**src/design/pnvc_pkg.sv**
```systemverilog
// Purpose: shared constants for the nonvolatile config/mode link
// Assumes: 125 MHz system clock at both ends
// Notes: all timing counts derive from printed times
`default_nettype none
package pnvc_pkg;
	localparam int MODE_W = 8;
	localparam int SHADOW_W = 20;
	localparam int CNT_W = 24;
	// mode bit positions
	localparam int MB_SHADOW_OUT = 1;
	localparam int MB_MAIN_OUT = 2;
	localparam int MB_PWRDN = 3;
	localparam int MB_CNT_LOAD = 4;
	localparam int MB_MODSEL_OUT = 5;
	localparam int MB_REF_OUT = 6;
	localparam logic [MODE_W-1:0] MODE_RESET = 8'h00;
	localparam logic [MODE_W-1:0] MODE_RSVD_MASK = 8'h81;
	localparam logic [SHADOW_W-1:0] STORE_ERASED = 20'hFFFFF;
	localparam logic [SHADOW_W-1:0] SHADOW_RESET = 20'h00000;
	// synchronised pin vector positions on the device side
	localparam int PIN_SCLK = 0;
	localparam int PIN_SDATA = 1;
	localparam int PIN_SWR = 2;
	localparam int PIN_STB = 3;
	localparam int PIN_ENN = 4;
	localparam int PIN_SEL = 5;
	localparam int PIN_LOAD = 6;
	localparam int PIN_VNEG = 7;
	localparam int PIN_VPOS = 8;
	localparam int PIN_N = 9;
	// timing
	localparam int CLK_PERIOD_NS = 8;
	localparam int LINK_PERIOD_NS = 160;
	localparam int NS_PER_MS = 1000000;
	localparam int PULSE_MS = 25;
	localparam int GAP_MS = 100;
	localparam int PULSE_CYC = PULSE_MS * NS_PER_MS / CLK_PERIOD_NS;
	localparam int GAP_CYC = (GAP_MS * NS_PER_MS + CLK_PERIOD_NS - 1)
		/ CLK_PERIOD_NS;
	localparam int SCLK_HALF_CYC = LINK_PERIOD_NS / 2 / CLK_PERIOD_NS;
	localparam logic [CNT_W-1:0] HALF_LAST = 24'(SCLK_HALF_CYC - 1);
	// host command word: {op, data}
	localparam int OP_W = 3;
	localparam int CMD_W = OP_W + SHADOW_W;
	localparam int FIFO_DEPTH = 4;
	typedef enum logic [OP_W-1:0] {
		OP_MODE, OP_SHADOW, OP_ERASE, OP_PROG, OP_READ
	} pnvc_op_t;
endpackage
`default_nettype wire

```
**src/design/pnvc_link_if.sv**
```systemverilog
// Purpose: pins between programmer and device
// Assumes: all signals one-way, no shared wires
// Notes: host makes sclk by a divider
`default_nettype none
interface pnvc_link_if;
	logic sclk;
	logic sdata;
	logic s_wr;
	logic mode_stb;
	logic mode_en_n;
	logic nv_select;
	logic nv_load_ctrl;
	logic prog_voltage_neg;
	logic prog_voltage_pos;
	logic sdout;
	modport dev (input sclk, input sdata, input s_wr, input mode_stb,
		input mode_en_n, input nv_select, input nv_load_ctrl,
		input prog_voltage_neg, input prog_voltage_pos, output sdout);
	modport host (output sclk, output sdata, output s_wr,
		output mode_stb, output mode_en_n, output nv_select,
		output nv_load_ctrl, output prog_voltage_neg,
		output prog_voltage_pos, input sdout);
endinterface
`default_nettype wire

```
**src/design/pnvc_host.sv**
```systemverilog
// Purpose: programmer end: command queue and pin sequencer
// Assumes: device pins sampled at 125 MHz; sclk made here
// Notes: pulse and gap lengths are parameters for simulation
`default_nettype none
module pnvc_fifo #(
	parameter int W = 8,
	parameter int DEPTH = 4
) (
	input wire logic CLK_SYS, // system clock
	input wire logic RESETN, // async reset, active low
	input wire logic IN_VALID, // write request
	output logic IN_READY, // space free
	input wire logic [W-1:0] IN_DATA, // write word
	output logic OUT_VALID, // word available
	input wire logic OUT_READY, // reader takes word
	output logic [W-1:0] OUT_DATA // head word
);
	localparam int AW = $clog2(DEPTH);
	localparam int CW = $clog2(DEPTH + 1);
	typedef struct packed {
		logic [DEPTH-1:0][W-1:0] mem;
		logic [AW-1:0] wp;
		logic [AW-1:0] rp;
		logic [CW-1:0] cnt;
		logic full;
		logic empty;
	} pnvc_fifo_st_t;
	pnvc_fifo_st_t cur_ff;
	pnvc_fifo_st_t nxt_st;
	logic push;
	logic pop;

	assign push = IN_VALID && !cur_ff.full;
	assign pop = OUT_READY && !cur_ff.empty;

	// pointers wrap at depth, flags kept registered
	always_comb begin
		nxt_st = cur_ff;
		if (push) begin
			nxt_st.mem[cur_ff.wp] = IN_DATA;
			nxt_st.wp = (cur_ff.wp == AW'(DEPTH - 1)) ? '0 :
				cur_ff.wp + 1'b1;
		end
		if (pop) begin
			nxt_st.rp = (cur_ff.rp == AW'(DEPTH - 1)) ? '0 :
				cur_ff.rp + 1'b1;
		end
		nxt_st.cnt = cur_ff.cnt + CW'(push) - CW'(pop);
		nxt_st.full = (nxt_st.cnt == CW'(DEPTH));
		nxt_st.empty = (nxt_st.cnt == '0);
	end

	always_ff @(posedge CLK_SYS or negedge RESETN) begin
		if (!RESETN) begin
			cur_ff <= '0;
			cur_ff.empty <= 1'b1;
		end else begin
			cur_ff <= nxt_st;
		end
	end

	assign IN_READY = !cur_ff.full;
	assign OUT_VALID = !cur_ff.empty;
	assign OUT_DATA = cur_ff.mem[cur_ff.rp];
endmodule

module pnvc_host import pnvc_pkg::*; #(
	parameter int PULSE_CYCLES = PULSE_CYC,
	parameter int GAP_CYCLES = GAP_CYC
) (
	input wire logic CLK_SYS, // system clock
	input wire logic RESETN, // async reset, active low
	pnvc_link_if.host LINK, // device pins
	input wire logic CMD_VALID, // command offered
	output logic CMD_READY, // queue has room
	input wire logic [OP_W-1:0] CMD_OP, // operation code
	input wire logic [SHADOW_W-1:0] CMD_DATA, // mode or shadow data
	output logic BUSY, // sequence in progress
	output logic RD_VALID, // readback word pulse
	output logic [SHADOW_W-1:0] RD_DATA // readback word
);
	typedef enum logic [3:0] {
		H_IDLE, H_SETUP, H_ARM, H_LO, H_HI, H_STB, H_PULSE, H_GAP, H_FIN
	} pnvc_hst_t;
	typedef struct packed {
		pnvc_hst_t st;
		pnvc_op_t op;
		logic [CNT_W-1:0] cnt;
		logic [SHADOW_W-1:0] sr;
		logic [4:0] bitcnt;
		logic [4:0] nbits;
		logic dout_s1;
		logic dout_s2;
		logic sclk, sdata, s_wr, stb, en_n, sel, load, vneg, vpos;
		logic busy;
		logic rd_valid;
	} pnvc_host_st_t;
	pnvc_host_st_t cur_ff;
	pnvc_host_st_t nxt_st;
	logic q_valid;
	logic q_pop;
	logic [CMD_W-1:0] q_data;
	logic half_end;
	logic is_rd;

	// commands queue here so the user need not stall while a pulse runs, until four are queued
	pnvc_fifo #(.W(CMD_W), .DEPTH(FIFO_DEPTH)) u_q (
		.CLK_SYS(CLK_SYS),
		.RESETN(RESETN),
		.IN_VALID(CMD_VALID),
		.IN_READY(CMD_READY),
		.IN_DATA({CMD_OP, CMD_DATA}),
		.OUT_VALID(q_valid),
		.OUT_READY(q_pop),
		.OUT_DATA(q_data)
	);

	assign half_end = (cur_ff.cnt == HALF_LAST);
	assign is_rd = (cur_ff.op == OP_READ);
	assign q_pop = (cur_ff.st == H_IDLE) && q_valid;

	// sequencer: pin changes after H_IDLE wait a half link period, except pulse end (PULSE_CYCLES) and the post-erase load drop (GAP_CYCLES plus a half)
	always_comb begin
		nxt_st = cur_ff;
		nxt_st.dout_s1 = LINK.sdout;
		nxt_st.dout_s2 = cur_ff.dout_s1;
		nxt_st.rd_valid = 1'b0;
		nxt_st.cnt = cur_ff.cnt + 24'h000001;
		case (cur_ff.st)
		H_IDLE: begin
			nxt_st.cnt = '0;
			if (q_valid) begin
				nxt_st.op = pnvc_op_t'(q_data[CMD_W-1:SHADOW_W]);
				nxt_st.sr = q_data[SHADOW_W-1:0];
				nxt_st.bitcnt = '0;
				nxt_st.busy = 1'b1;
				nxt_st.st = H_SETUP;
				nxt_st.nbits = 5'(SHADOW_W);
				case (pnvc_op_t'(q_data[CMD_W-1:SHADOW_W]))
				OP_MODE: begin
					nxt_st.stb = 1'b1;
					nxt_st.nbits = 5'(MODE_W);
					nxt_st.sr[MODE_W-1:0] = q_data[MODE_W-1:0] &
						~MODE_RSVD_MASK; // reserved bits 0 and 7 forced low
				end
				OP_SHADOW: nxt_st.load = 1'b1;
				OP_ERASE, OP_PROG: begin
					nxt_st.s_wr = 1'b1;
					nxt_st.load = 1'b1;
				end
				default: ; // read: select low, load low
				endcase
			end
		end
		H_SETUP: if (half_end) begin
			nxt_st.cnt = '0;
			nxt_st.sdata = cur_ff.sr[0];
			if (cur_ff.op == OP_MODE || cur_ff.op == OP_SHADOW) begin
				nxt_st.st = H_LO;
			end else begin
				// select rises for erase with load high (no reload) and for read with load low (store reloads shadow)
				nxt_st.sel = (cur_ff.op != OP_PROG);
				nxt_st.st = H_ARM;
			end
		end
		H_ARM: if (half_end) begin
			nxt_st.cnt = '0;
			nxt_st.st = is_rd ? H_LO : H_PULSE;
			nxt_st.vneg = (cur_ff.op == OP_ERASE);
			nxt_st.vpos = (cur_ff.op == OP_PROG);
		end
		H_LO: if (half_end) begin
			nxt_st.cnt = '0;
			if (is_rd) begin
				nxt_st.sr = {cur_ff.dout_s2, cur_ff.sr[SHADOW_W-1:1]};
			end
			// last read sample needs no clock: 19 clocks for 20 bits
			if (is_rd && cur_ff.bitcnt == cur_ff.nbits - 5'd1) begin
				nxt_st.st = H_FIN;
			end else begin
				nxt_st.sclk = 1'b1;
				nxt_st.st = H_HI;
			end
		end
		H_HI: if (half_end) begin
			nxt_st.cnt = '0;
			nxt_st.sclk = 1'b0;
			if (!is_rd && cur_ff.bitcnt == cur_ff.nbits - 5'd1) begin
				nxt_st.st = (cur_ff.op == OP_MODE) ? H_STB : H_FIN;
			end else begin
				nxt_st.bitcnt = cur_ff.bitcnt + 5'd1;
				nxt_st.st = H_LO;
				if (!is_rd) begin
					nxt_st.sr = cur_ff.sr >> 1;
					nxt_st.sdata = cur_ff.sr[1];
				end
			end
		end
		H_STB: if (half_end) begin
			nxt_st.cnt = '0;
			nxt_st.stb = 1'b0;
			nxt_st.en_n = 1'b0;
			nxt_st.st = H_FIN;
		end
		H_PULSE: if (cur_ff.cnt == 24'(PULSE_CYCLES - 1)) begin
			nxt_st.cnt = '0;
			nxt_st.vneg = 1'b0;
			nxt_st.vpos = 1'b0;
			nxt_st.sel = 1'b0; // select falls before load: no reload
			nxt_st.st = (cur_ff.op == OP_ERASE) ? H_GAP : H_FIN;
		end
		H_GAP: if (cur_ff.cnt == 24'(GAP_CYCLES - 1)) begin
			nxt_st.cnt = '0;
			nxt_st.st = H_FIN;
		end
		H_FIN: if (half_end) begin
			nxt_st.cnt = '0;
			nxt_st.load = 1'b0;
			nxt_st.sel = 1'b0; // stale select would reload later
			nxt_st.s_wr = 1'b0;
			nxt_st.sdata = 1'b0;
			nxt_st.rd_valid = is_rd;
			nxt_st.busy = 1'b0;
			nxt_st.st = H_IDLE;
		end
		default: nxt_st.st = H_IDLE;
		endcase
	end

	// enable pin starts high until a mode write completes
	always_ff @(posedge CLK_SYS or negedge RESETN) begin
		if (!RESETN) begin
			cur_ff <= '0;
			cur_ff.st <= H_IDLE;
			cur_ff.op <= OP_MODE;
			cur_ff.en_n <= 1'b1;
		end else begin
			cur_ff <= nxt_st;
		end
	end

	assign LINK.sclk = cur_ff.sclk;
	assign LINK.sdata = cur_ff.sdata;
	assign LINK.s_wr = cur_ff.s_wr;
	assign LINK.mode_stb = cur_ff.stb;
	assign LINK.mode_en_n = cur_ff.en_n;
	assign LINK.nv_select = cur_ff.sel;
	assign LINK.nv_load_ctrl = cur_ff.load;
	assign LINK.prog_voltage_neg = cur_ff.vneg;
	assign LINK.prog_voltage_pos = cur_ff.vpos;
	assign BUSY = cur_ff.busy;
	assign RD_VALID = cur_ff.rd_valid;
	assign RD_DATA = cur_ff.sr;
endmodule
`default_nettype wire

```
**src/flat_wrapper.sv**
```systemverilog
// flat-port wrapper written by rule: the top's interface ports become plain ports
module pnvc_host_flat import pnvc_pkg::*;
#(
	parameter int PULSE_CYCLES = PULSE_CYC,
	parameter int GAP_CYCLES = GAP_CYC
)
  (CLK_SYS, RESETN, CMD_VALID, CMD_READY, CMD_OP, CMD_DATA, BUSY, RD_VALID, RD_DATA, LINK_sclk, LINK_sdata, LINK_s_wr, LINK_mode_stb, LINK_mode_en_n, LINK_nv_select, LINK_nv_load_ctrl, LINK_prog_voltage_neg, LINK_prog_voltage_pos, LINK_sdout);
  pnvc_link_if LINK_i ();
  input wire logic CLK_SYS;
  input wire logic RESETN;
  input wire logic CMD_VALID;
  output logic CMD_READY;
  input wire logic [OP_W-1:0] CMD_OP;
  input wire logic [SHADOW_W-1:0] CMD_DATA;
  output logic BUSY;
  output logic RD_VALID;
  output logic [SHADOW_W-1:0] RD_DATA;
  output wire logic [$bits(LINK_i.sclk)-1:0] LINK_sclk;
  output wire logic [$bits(LINK_i.sdata)-1:0] LINK_sdata;
  output wire logic [$bits(LINK_i.s_wr)-1:0] LINK_s_wr;
  output wire logic [$bits(LINK_i.mode_stb)-1:0] LINK_mode_stb;
  output wire logic [$bits(LINK_i.mode_en_n)-1:0] LINK_mode_en_n;
  output wire logic [$bits(LINK_i.nv_select)-1:0] LINK_nv_select;
  output wire logic [$bits(LINK_i.nv_load_ctrl)-1:0] LINK_nv_load_ctrl;
  output wire logic [$bits(LINK_i.prog_voltage_neg)-1:0] LINK_prog_voltage_neg;
  output wire logic [$bits(LINK_i.prog_voltage_pos)-1:0] LINK_prog_voltage_pos;
  input wire logic [$bits(LINK_i.sdout)-1:0] LINK_sdout;
  assign LINK_sclk = LINK_i.sclk;
  assign LINK_sdata = LINK_i.sdata;
  assign LINK_s_wr = LINK_i.s_wr;
  assign LINK_mode_stb = LINK_i.mode_stb;
  assign LINK_mode_en_n = LINK_i.mode_en_n;
  assign LINK_nv_select = LINK_i.nv_select;
  assign LINK_nv_load_ctrl = LINK_i.nv_load_ctrl;
  assign LINK_prog_voltage_neg = LINK_i.prog_voltage_neg;
  assign LINK_prog_voltage_pos = LINK_i.prog_voltage_pos;
  assign LINK_i.sdout = LINK_sdout;
  pnvc_host #(.PULSE_CYCLES(PULSE_CYCLES), .GAP_CYCLES(GAP_CYCLES)) u_core (.CLK_SYS(CLK_SYS), .RESETN(RESETN), .LINK(LINK_i), .CMD_VALID(CMD_VALID), .CMD_READY(CMD_READY), .CMD_OP(CMD_OP), .CMD_DATA(CMD_DATA), .BUSY(BUSY), .RD_VALID(RD_VALID), .RD_DATA(RD_DATA));
endmodule
```
**config.mk**
```make
export PLATFORM = sky130hd
export DESIGN_NAME = pnvc_host_flat
export DESIGN_NICKNAME = d
export VERILOG_FILES = /design/src/design/pnvc_pkg.sv /design/src/design/pnvc_link_if.sv /design/src/design/pnvc_host.sv /design/src/flat_wrapper.sv
export SDC_FILE = /design/constraint.sdc
export NUM_CORES = 1
export LEC_CHECK = 0
export BUFFER_PORTS_ARGS = -buffer_cell sky130_fd_sc_hd__buf_4
export CORE_AREA = 2 2 185 187
export CTS_CLUSTER_SIZE = 14
export DETAILED_ROUTE_END_ITERATION = 12
export DIE_AREA = 0 0 187 189
export PLACE_DENSITY = 0.41
export SYNTH_ARGS = -nofsm -noshare
export SYNTH_HDL_FRONTEND = slang
export SYNTH_HIERARCHICAL = 1
export SYNTH_SLANG_ARGS = --single-unit
export TNS_END_PERCENT = 20
```
**constraint.sdc**
```tcl
create_clock -name CLK_SYS -period 8.7 [get_ports CLK_SYS]
set_input_delay 0.87 -clock CLK_SYS [delete_from_list [all_inputs] [get_ports CLK_SYS]]
set_output_delay 0.87 -clock CLK_SYS [all_outputs]
set_load 0.1 [all_outputs]
```
==> results of run 1 <==
-- critical path: stages, from the launching register on --
cell and delay, ns:
dfrtp_1 0.54, nor2_1 0.46, nand3_1 0.43, inv_1 0.34, nor2b_1 0.29, ha_1 0.28
inv_1 0.05, ha_1 0.13, inv_1 0.04, fa_1 0.35, xor3_1 0.42, nor3b_1 0.19
-- logic make-up (layout without fill, tap and decap cells) --
family / after synthesis / after routing / share of synthesized area [%]
compound gates: 86 / 86 / 7.15
mux: 127 / 127 / 20.3
simple gates: 192 / 192 / 11.6
fa+ha+maj: 12 / 12 / 1.85
xor+xnor: 26 / 26 / 2.85
flops: 172 / 172 / 50.5
buf+inv: 76 / 114 / 5.70
-- worst paths after layout --
| kind | start | endpoint | slack, ns | cells past startpoint |
|---|---|---|---|---|
| worst max-delay path | u_core/cur_ff[73] | u_core/u_q/cur_ff[1] | 5.09 | 11 |
| worst min-delay path | u_core/cur_ff[12] | u_core/cur_ff[11] | 0.35 | 0 |
| worst max register to register | u_core/cur_ff[73] | u_core/u_q/cur_ff[1] | 5.09 | 11 |
| worst min register to register | u_core/cur_ff[12] | u_core/cur_ff[11] | 0.35 | 0 |
| max in group asynchronous | RESETN | u_core/u_q/cur_ff[77] | 6.27 | 3 |
| min in group asynchronous | RESETN | u_core/cur_ff[52] | 0.38 | 1 |
-- power groups by stage --
stage | clock [mW] | combinational, mW | sequential, mW
6_report | 0.806 | 1.67 | 1.36
5_1_grt | 0.874 | 1.83 | 1.41
4_1_cts | 0.840 | 1.70 | 1.36
3_5_place_dp | 0 | 1.69 | 1.38
3_3_place_gp | 0 | 1.68 | 1.37
2_1_floorplan | 0 | 1.43 | 1.31
-- metrics by stage --
stage / worst slack [ns] / power (mW) / hold WS [ns] / utilization, % / instances
floorplan: 5.96 / 2.74 / 0.331 / - / 691
global placement: 5.21 / 3.06 / 0.337 / 27.5 / 1145
detailed placement: 5.09 / 3.07 / 0.338 / 27.5 / 1145
CTS: 5.06 / 3.90 / 0.351 / 29.4 / 1177
global route: 4.69 / 4.11 / 0.358 / 29.4 / 1177
finish: 5.09 / 3.83 / 0.350 / 29.4 / 1177
-- cell type report --
class,instances,area [um^2],area share [%]
multi-input combinational,443,3750,38.3
clock buffer,19,433,4.43
sequential,172,4310,44.0
tap,448,561,5.73
clock inverter,13,183,1.87
inverter,19,71.3,0.729
timing repair buffer,63,477,4.88
-- synthesized netlist by cell type (9+ instances only) --
cell type  instances
xor2_1            11
nor3_1             9
buf_6             10
nand3_1           16
a22oi_1           19
xnor2_1           14
o21ai_0           25
inv_1             19
mux2_2            93
ha_1              11
buf_4             23
nand2_1           55
dfrtp_1          170
clkbuf_1          16
nor2_1            58
a21oi_1            9
mux4_2            18
-- per-layer routing --
layer  global-route usage, %  routed length, um
met1                    16.9               9940
met2                    19.8               9820
met3                    2.30                570
met4                    3.57                195
met5                       0                  0
==> summary.txt, run 1 <==
Status
  • Outcome: complete, no violations

Pwr
  • Sw power: 1.55 mW
  • Flop pwr share: 35.4%
  • Switching Share: about two fifths
  • PwrDens: 392 nW/um^2
  • Lkg Pwr: 4.18 nW
  • Maximum VDD drop: 152 uV
  • Int Pwr: approximately 2.3 mW
  • Logic pwr share: 43.6%
  • Power share of the clock group: between 20% and 30%

Logic synthesis
  • Post-synthesis sequential area ratio: 50.5%
  • Number of synthesized register bits: about 170
  • Avg Synthesized Cell Area: 12.3 um^2
  • Mapped Area: 8520 um^2
  • Top cell type's share of synthesized area: 49.9%
  • Ys async rst share: 100%
  • Synth unique cells: 66
  • Post-synth EDFFs: 0
  • Synth warn: 6
  • Post-Syn Instances: a little under 700
  • Most used flip-flop cell after synthesis: dfrtp_1
  • Cells taking the most area after synthesis: dfrtp_1 50%, mux2_2 12%, mux4_2 4.8%, nor2_1 2.6%, nand2_1 2.4%
  • Yosys top cell by area: dfrtp_1
  • Net Count, Synth: 730

Place
  • RePlAce Congestion: 0.736
  • Detailed placement HPWL: 13.6 mm
  • Area after DPL: 9160 um^2
  • PortBufs: 58

CTS
  • Clock buffer depth: 2
  • Clock Sink Count: 172
  • Gates resized, CTS repair: 0
  • H-tree depth: 4
  • Clock Latency Late Sink: 0.43 ns
  • Setup Buffers After CTS: 0
  • Root Buffer: clkbuf_16
  • CTS tree: yes
  • TritonCTS Buffers: 17
  • Post-CTS Hold Buffers: 0
  • Clock-pin slew on the worst setup and hold paths: 0.07 ns

Critical path
  • CP endpoint kind: flip-flop
  • Crit Path Category: reg2reg
  • Startpoint Class: flip-flop
  • Largest fanout on the critical path: 15
  • Crit path required time: 9.04 ns
  • CP arrival: 3.95 ns

Floorplanning
  • Std cell rows: 67
  • Starting density of the core: 25.6%
  • Die area: 35,300 um^2
  • Vert. Die Dim: 189 um
  • Die W: 187 um
  • Core ar.: between 30,000 and 40,000 um^2
  • Io pins: 59

Drt
  • Final WL: between 20 and 25 mm
  • Vias per inst: between 4 and 5
  • Wire per inst: 17.4 um
  • DRT antenna net count: 0
  • Starting DRT DRC Count: 369
  • DR vias: 5,302
  • Post-route DRC: 0
  • DRT Pass-1 Iters: 4

Finish
  • Highest-count cells in the layout ignoring fill and taps: 170 x dfrtp_1, 93 x mux2_2, 62 x buf_4, 58 x nor2_1, 55 x nand2_1
  • Fill count: approximately 3,500
  • Layout area overhead: 14.7%
  • Final Instance Area: 9780 um^2
  • Reg with most FFs: u_core/u_q/cur_ff
  • Max FFs per register: 101
  • Final #Nets: 755
  • Most common cell after layout, fill and taps aside: dfrtp_1
  • Ant. Diodes: 0
  • Layout cells sized above 1: a little under a third

GRT
  • Initial antenna violation count: 0
  • First-pass GRT wire length: 33.6 mm
  • Global route total overflow: 0
  • Largest net degree at the start of global routing: 68
  • Number of global-route vias before repair: 5,737
  • All-Layer GR Usage: around 12%

STA
  • Minimum clock period: 3.61 ns
  • Normalized max-slew margin: 31.8%
  • Clk_skew: 0.0123 ns
  • Setup TNS Final: 0 ns
  • Max Clk Rate: 277 MHz
  • Setup violators final: 0
  • Final Max Slew Viols: 0
  • Worst slew pin tran: 1.02 ns
  • Final cycle utilization of the critical path: 41.5%
  • RSZ-0062 raised after global routing: false
  • Final hold violation count: 0

Hold path
  • Hold WC Path Type: reg2reg

Flow run
  • Max Cap Viol: 0
Note: power is estimated with default switching activity, not from simulation.
==> inputs of run 2 (changes only) <==
clock period = 3.5 ns   (was 8.7 ns; I/O delays follow)
==> run 2 against run 1 <==
Effect of this change: the flow now finishes with violations (hold timing); clock skew increased by 0.0091 ns; critical path depth down 5; final area is 1.0% higher; register-to-register slack worse by 4.5 ns; maximum frequency is 26% higher; clock power rose by 140%; clock-buffer cell count is 1 lower; hold slack lost 0.39 ns; die area is the same; wire length fell by 0.79%; combinational power grew to 2.6 times the previous value; first-iteration DRC count is 34% lower; critical path type unchanged; largest power group unchanged; highest routed layer unchanged.
==> summary.txt, run 2 (same netlist as run 1, synthesis figures left out) <==
Critical path
  • Critical path's slowest cell: or4_4
  • Crit path required time: 3.78 ns
  • Crit-path cells: or4_4 -> or4_4 -> or2_1 -> nand2_2 -> o211a_2 -> nor2_1
  • CP arrival: between 3 and 4 ns
  • Critical path's most frequent cell: or4_4
  • Crit Path Category: reg2reg
  • CP endpoint kind: flip-flop
  • Largest fanout on the critical path: 24
  • Critical Path Max Stage Delay: roughly 0.55 ns
  • Startpoint Class: flip-flop

Pwr
  • Maximum VDD drop: 451 uV
  • Int Pwr: 5.58 mW
  • Sw power: 3.98 mW
  • Lkg Pwr: about 4.2 nW
  • Switching Share: 41.6%
  • Power share of the clock group: 19.9%
  • PwrDens: 967 nW/um^2
  • Flop pwr share: 34.6%
  • Logic pwr share: 45.4%

STA
  • Final Max Slew Viols: 0
  • Clk_skew: 0.0214 ns
  • WHS: -0.0414 ns
  • Final hold violation count: 27
  • RSZ-0062 raised after global routing: false
  • Normalized max-slew margin: 46.2%
  • Setup TNS Final: 0 ns
  • Minimum clock period: between 2 and 3 ns
  • Worst slew pin tran: 0.807 ns
  • Max Clk Rate: 348 MHz
  • Final cycle utilization of the critical path: 82.1%
  • Setup violators final: 0

Finish
  • Most common cell after layout, fill and taps aside: dfrtp_1
  • Reg with most FFs: u_core/u_q/cur_ff
  • Max FFs per register: 101
  • Highest-count cells in the layout ignoring fill and taps: 170 x dfrtp_1, 93 x mux2_2, 70 x buf_4, 58 x nor2_1, 55 x nand2_1
  • Final #Nets: ~770
  • Layout area overhead: 15.9%
  • Post-Route Utilization: 29.7%
  • Ant. Diodes: 0
  • Layout cells sized above 1: 33.1%

Place
  • Detailed placement HPWL: 13.8 mm
  • PortBufs: between 50 and 60
  • RePlAce Congestion: 0.804

Drt
  • DR vias: roughly 5,300
  • Vias per inst: 4.49
  • DRT antenna net count: 0
  • DRT Pass-1 Iters: 4
  • Wire per inst: 17.1 um
  • Final WL: 20.4 mm
  • Starting DRT DRC Count: 245
  • Post-route DRC: 0

CTS
  • Setup Buffers After CTS: 0
  • H-tree depth: 4
  • Clock Latency Late Sink: 0.43 ns
  • Clock buffer depth: 2
  • CTS tree: yes
  • Post-CTS Hold Buffers: 0
  • Gates resized, CTS repair: 0
  • Clock Sink Count: 172
  • Clock-pin slew on the worst setup and hold paths: 0.07 ns
  • Root Buffer: clkbuf_16
  • TritonCTS Buffers: 17

Status
  • Outcome: finished, violations left
  • Failing checks: hold timing

Flow run
  • Max Cap Viol: 0

GRT
  • Initial antenna violation count: 0
  • All-Layer GR Usage: about an eighth
  • Number of global-route vias before repair: 5,555
  • Largest net degree at the start of global routing: slightly above 80
  • Global route total overflow: 0
  • First-pass GRT wire length: 32.9 mm

Hold path
  • Hold WC Path Type: in2async

Floorplanning
  • Starting density of the core: between 20% and 30%
  • Die W: 187 um
  • Die area: 35,300 um^2
  • Core ar.: 33,300 um^2
  • Std cell rows: between 60 and 70
  • Vert. Die Dim: 189 um
  • Io pins: between 50 and 60
run 2: changes by cell type in the layout (fill, tap and decap cells not counted), moves of 2 or more:
cell        delta
buf_12         +3
clkinvlp_4     -2
buf_4          +8
bufinv_16      -3
inv_6          +2
clkinv_8       +5
run 2: final timing paths:
| check | slack (ns) | cells after the start | startpoint | to |
|---|---|---|---|---|
| max in group asynchronous | 2.71 | 2 | RESETN | u_core/u_q/cur_ff[0] |
| min reg2reg | 0.34 | 0 | u_core/cur_ff[12] | u_core/cur_ff[11] |
| max | 0.63 | 6 | u_core/cur_ff[48] | u_core/cur_ff[45] |
| max reg2reg | 0.63 | 6 | u_core/cur_ff[48] | u_core/cur_ff[45] |
| min in group CLK_SYS | 0.05 | 1 | LINK_sdout | u_core/cur_ff[12] |
| min | -0.04 | 1 | RESETN | u_core/cur_ff[52] |
run 2: critical path: cells and delay by family, from the launching register on:
family           cells  cell delay, ns
AND/OR/NAND/NOR      5            1.77
AO/OA/AOI/OAI        1            0.53
flip-flops           1            0.42
run 2: final cells by class:
| cell class | count | area [um^2] |
|---|---|---|
| fill | 3416 | 23400 |
| sequential | 172 | 4310 |
| multi-input combinational | 443 | 3750 |
| timing repair buffer | 74 | 597 |
| tap | 448 | 561 |
| clock buffer | 18 | 429 |
| clock inverter | 14 | 168 |
| inverter | 19 | 71.3 |
run 2: metrics by stage:
stage	setup slack, ns	cell area (um^2)	total power [mW]	instances	hold WS (ns)
finish	0.627	9880	9.56	1188	-0.0414
global route	0.458	9880	10.2	1188	0.0169
global placement	0.627	9280	7.75	1156	0.333
CTS	0.590	9880	9.72	1188	0.00952
detailed placement	0.598	9280	7.77	1156	0.335
floorplan	0.758	8520	6.81	691	0.0544
run 2: power groups by stage:
stage          Sequential [mW]  Clock [mW]  Combinational (mW)
6_report                  3.31        1.91                4.34
5_1_grt                   3.42        2.07                4.71
4_1_cts                   3.32        1.98                4.41
3_5_place_dp              3.36           0                4.41
3_3_place_gp              3.36           0                4.39
2_1_floorplan             3.25           0                3.55
run 2: metal layers:
layer	share of wire, %	global-route usage [%]
met1	47	16.2
met5	0	0
met4	0.70	2.96
met2	49	19.9
met3	2.7	2.15
==> inputs of run 3 (changes only) <==
clock period = 2.8 ns   (was 3.5 ns; I/O delays follow)
==> run 3 against run 2 <==
Effect of this change: the flow now finishes without violations; largest power group unchanged; critical path type unchanged; sequential share of layout area is 0.87 points lower; first-iteration DRC count is 13% higher; final cell count rose by 1.8%; final area grew 2.0%; clock-buffer cell count is 1 higher; wire length grew 1.8%; critical path depth is 2 higher; via count up 0.86%; register-to-register slack got worse by 0.47 ns; combinational power grew 31%.
==> summary.txt, run 3 (same netlist as run 1, synthesis figures left out) <==
Finish
  • Reg with most FFs: u_core/u_q/cur_ff
  • Layout cells sized above 1: 34.8%
  • Max FFs per register: 101
  • Final #Nets: between 700 and 800
  • Most common cell after layout, fill and taps aside: dfrtp_1
  • Final std cells w/o fill: around 1,200
  • Ant. Diodes: 0
  • Post-Route Utilization: 30.3%
  • FF+latch area: 4310 um^2
  • Area occupied by multi-input gates: 3750 um^2
  • Highest-count cells in the layout ignoring fill and taps: 170 x dfrtp_1, 93 x mux2_2, 88 x buf_4, 56 x nor2_1, 55 x nand2_1
  • Fill count: about 3,400
  • Layout area overhead: 18.2%

Place
  • PortBufs: 58
  • Detailed placement HPWL: 14.2 mm
  • RePlAce Congestion: between 0.7 and 0.8
  • Setup slack at placement: roughly 0.097 ns
  • Placed Cells: 1,176

Drt
  • Post-route DRC: 0
  • Starting DRT DRC Count: 278
  • DRT antenna net count: 0
  • Wire per inst: 17.1 um
  • DR vias: 5,385
  • DRT Pass-1 Iters: 4
  • Vias per inst: 4.45
  • Final WL: 20.7 mm

CTS
  • CTS tree: yes
  • Setup Buffers After CTS: 0
  • TritonCTS Buffers: 17
  • Clock-pin slew on the worst setup and hold paths: 0.07 ns
  • Clock buffer depth: 2
  • Clock Sink Count: 172
  • Clock Latency Late Sink: 0.44 ns
  • Root Buffer: clkbuf_16
  • H-tree depth: 4

Critical path
  • FF-to-FF Start: u_core/cur_ff[44]
  • Crit path required time: 3.16 ns
  • First element of the critical path: u_core/cur_ff[44]
  • R2R setup slack: approximately 0.16 ns
  • Crit Path Category: reg2reg
  • CP endpoint kind: flip-flop
  • CP arrival: 3.00 ns
  • Startpoint Class: flip-flop
  • Largest fanout on the critical path: 6

STA
  • Final hold violation count: 0
  • Setup TNS Final: 0 ns
  • Worst slew pin tran: 0.639 ns
  • Setup violators final: 0
  • Minimum clock period: 2.64 ns
  • Max Clk Rate: 379 MHz
  • Setup WS post-layout: 0.159 ns
  • Final cycle utilization of the critical path: 94.3%
  • Normalized max-slew margin: 57.4%
  • Final Max Slew Viols: 0
  • Clk_skew: 0.0141 ns
  • RSZ-0062 raised after global routing: false

Floorplanning
  • Io pins: 59
  • Die W: 187 um
  • Core ar.: 33,300 um^2
  • Die area: 35,300 um^2
  • Std cell rows: 67
  • Vert. Die Dim: between 150 and 200 um
  • Starting density of the core: between 20% and 30%

Pwr
  • Maximum VDD drop: 460 uV
  • Final Power: 12.2 mW
  • Lkg Pwr: 4.35 nW
  • PwrDens: about 1200 nW/um^2

GRT
  • Largest net degree at the start of global routing: 61
  • Number of global-route vias before repair: 5,838
  • Global route total overflow: 0
  • First-pass GRT wire length: 34.0 mm
  • All-Layer GR Usage: 12.4%
  • Initial antenna violation count: 0

Hold path
  • Hold path start: CMD_DATA[11]
  • Hold WC Path Type: in2reg

Flow run
  • Max Cap Viol: 0

Status
  • Outcome: complete, no violations
[run 3: changes by cell type in the layout (fill, tap and decap cells not counted), sizes merged]
cell,change
buf,+20
bufinv,+3
clkbuf,+1
clkinv,-5
clkinvlp,+4
dlygate4sd3,+2
inv,-4
[run 3: power by group]
part | internal (mW) | total (mW) | switching, mW | leakage, nW
sequential | 3.48 | 4.05 | 0.571 | 2.12
combinational | 2.46 | 5.70 | 3.24 | 1.95
clock | 1.41 | 2.47 | 1.06 | 0.277
[run 3: layout make-up]
type,instances,share of cell area [%]
Multi-Input combinational cell,443,37.2
Clock inverter,12,1.63
Inverter,19,0.708
Sequential cell,172,42.7
Clock buffer,19,4.29
Tap cell,448,5.56
Timing Repair Buffer,96,7.86
[run 3: repair_timing]
item / in CTS / in global routing
endpoints found under the hold margin: 56 / 0
hold buffers: 2 / 0
gates resized for setup: 0 / 2
setup endpoints to repair: 0 / 2
[run 3: worst paths after layout]
path,end,cells past startpoint
max,u_core/cur_ff[20],8
max reg2reg,u_core/cur_ff[20],8
min,u_core/u_q/cur_ff[66],2
min in group asynchronous,u_core/cur_ff[60],2
max in group asynchronous,u_core/cur_ff[11],3
min reg2reg,u_core/cur_ff[11],0
[run 3: metrics by stage]
stage | hold WS, ns | instance area (um^2)
after floorplan | -0.0156 | 8520
after global placement | 0.335 | 9460
after detailed placement | 0.325 | 9460
after CTS | 0.0737 | 10100
after global routing | 0.0763 | 10100
final | 0.0966 | 10100
[run 3: routing by layer]
metal | routed length (um) | vias up | GRT usage [%]
met4 | 282 | 0 | 4.15
li1 | - | 2572 | -
met5 | 0 | - | 0
met1 | 10000 | 2735 | 16.7
met2 | 9830 | 63 | 20.0
met3 | 575 | 15 | 2.39
[run 3: worst max-delay path, stage by stage (launching register included)]
cell and delay (ns):
dfrtp_1 0.40, inv_1 0.06, ha_1 0.13, or4bb_1 0.39, or4_4 0.52, or2_1 0.36, buf_4 0.21, or3_1 0.33
a31oi_1 0.17
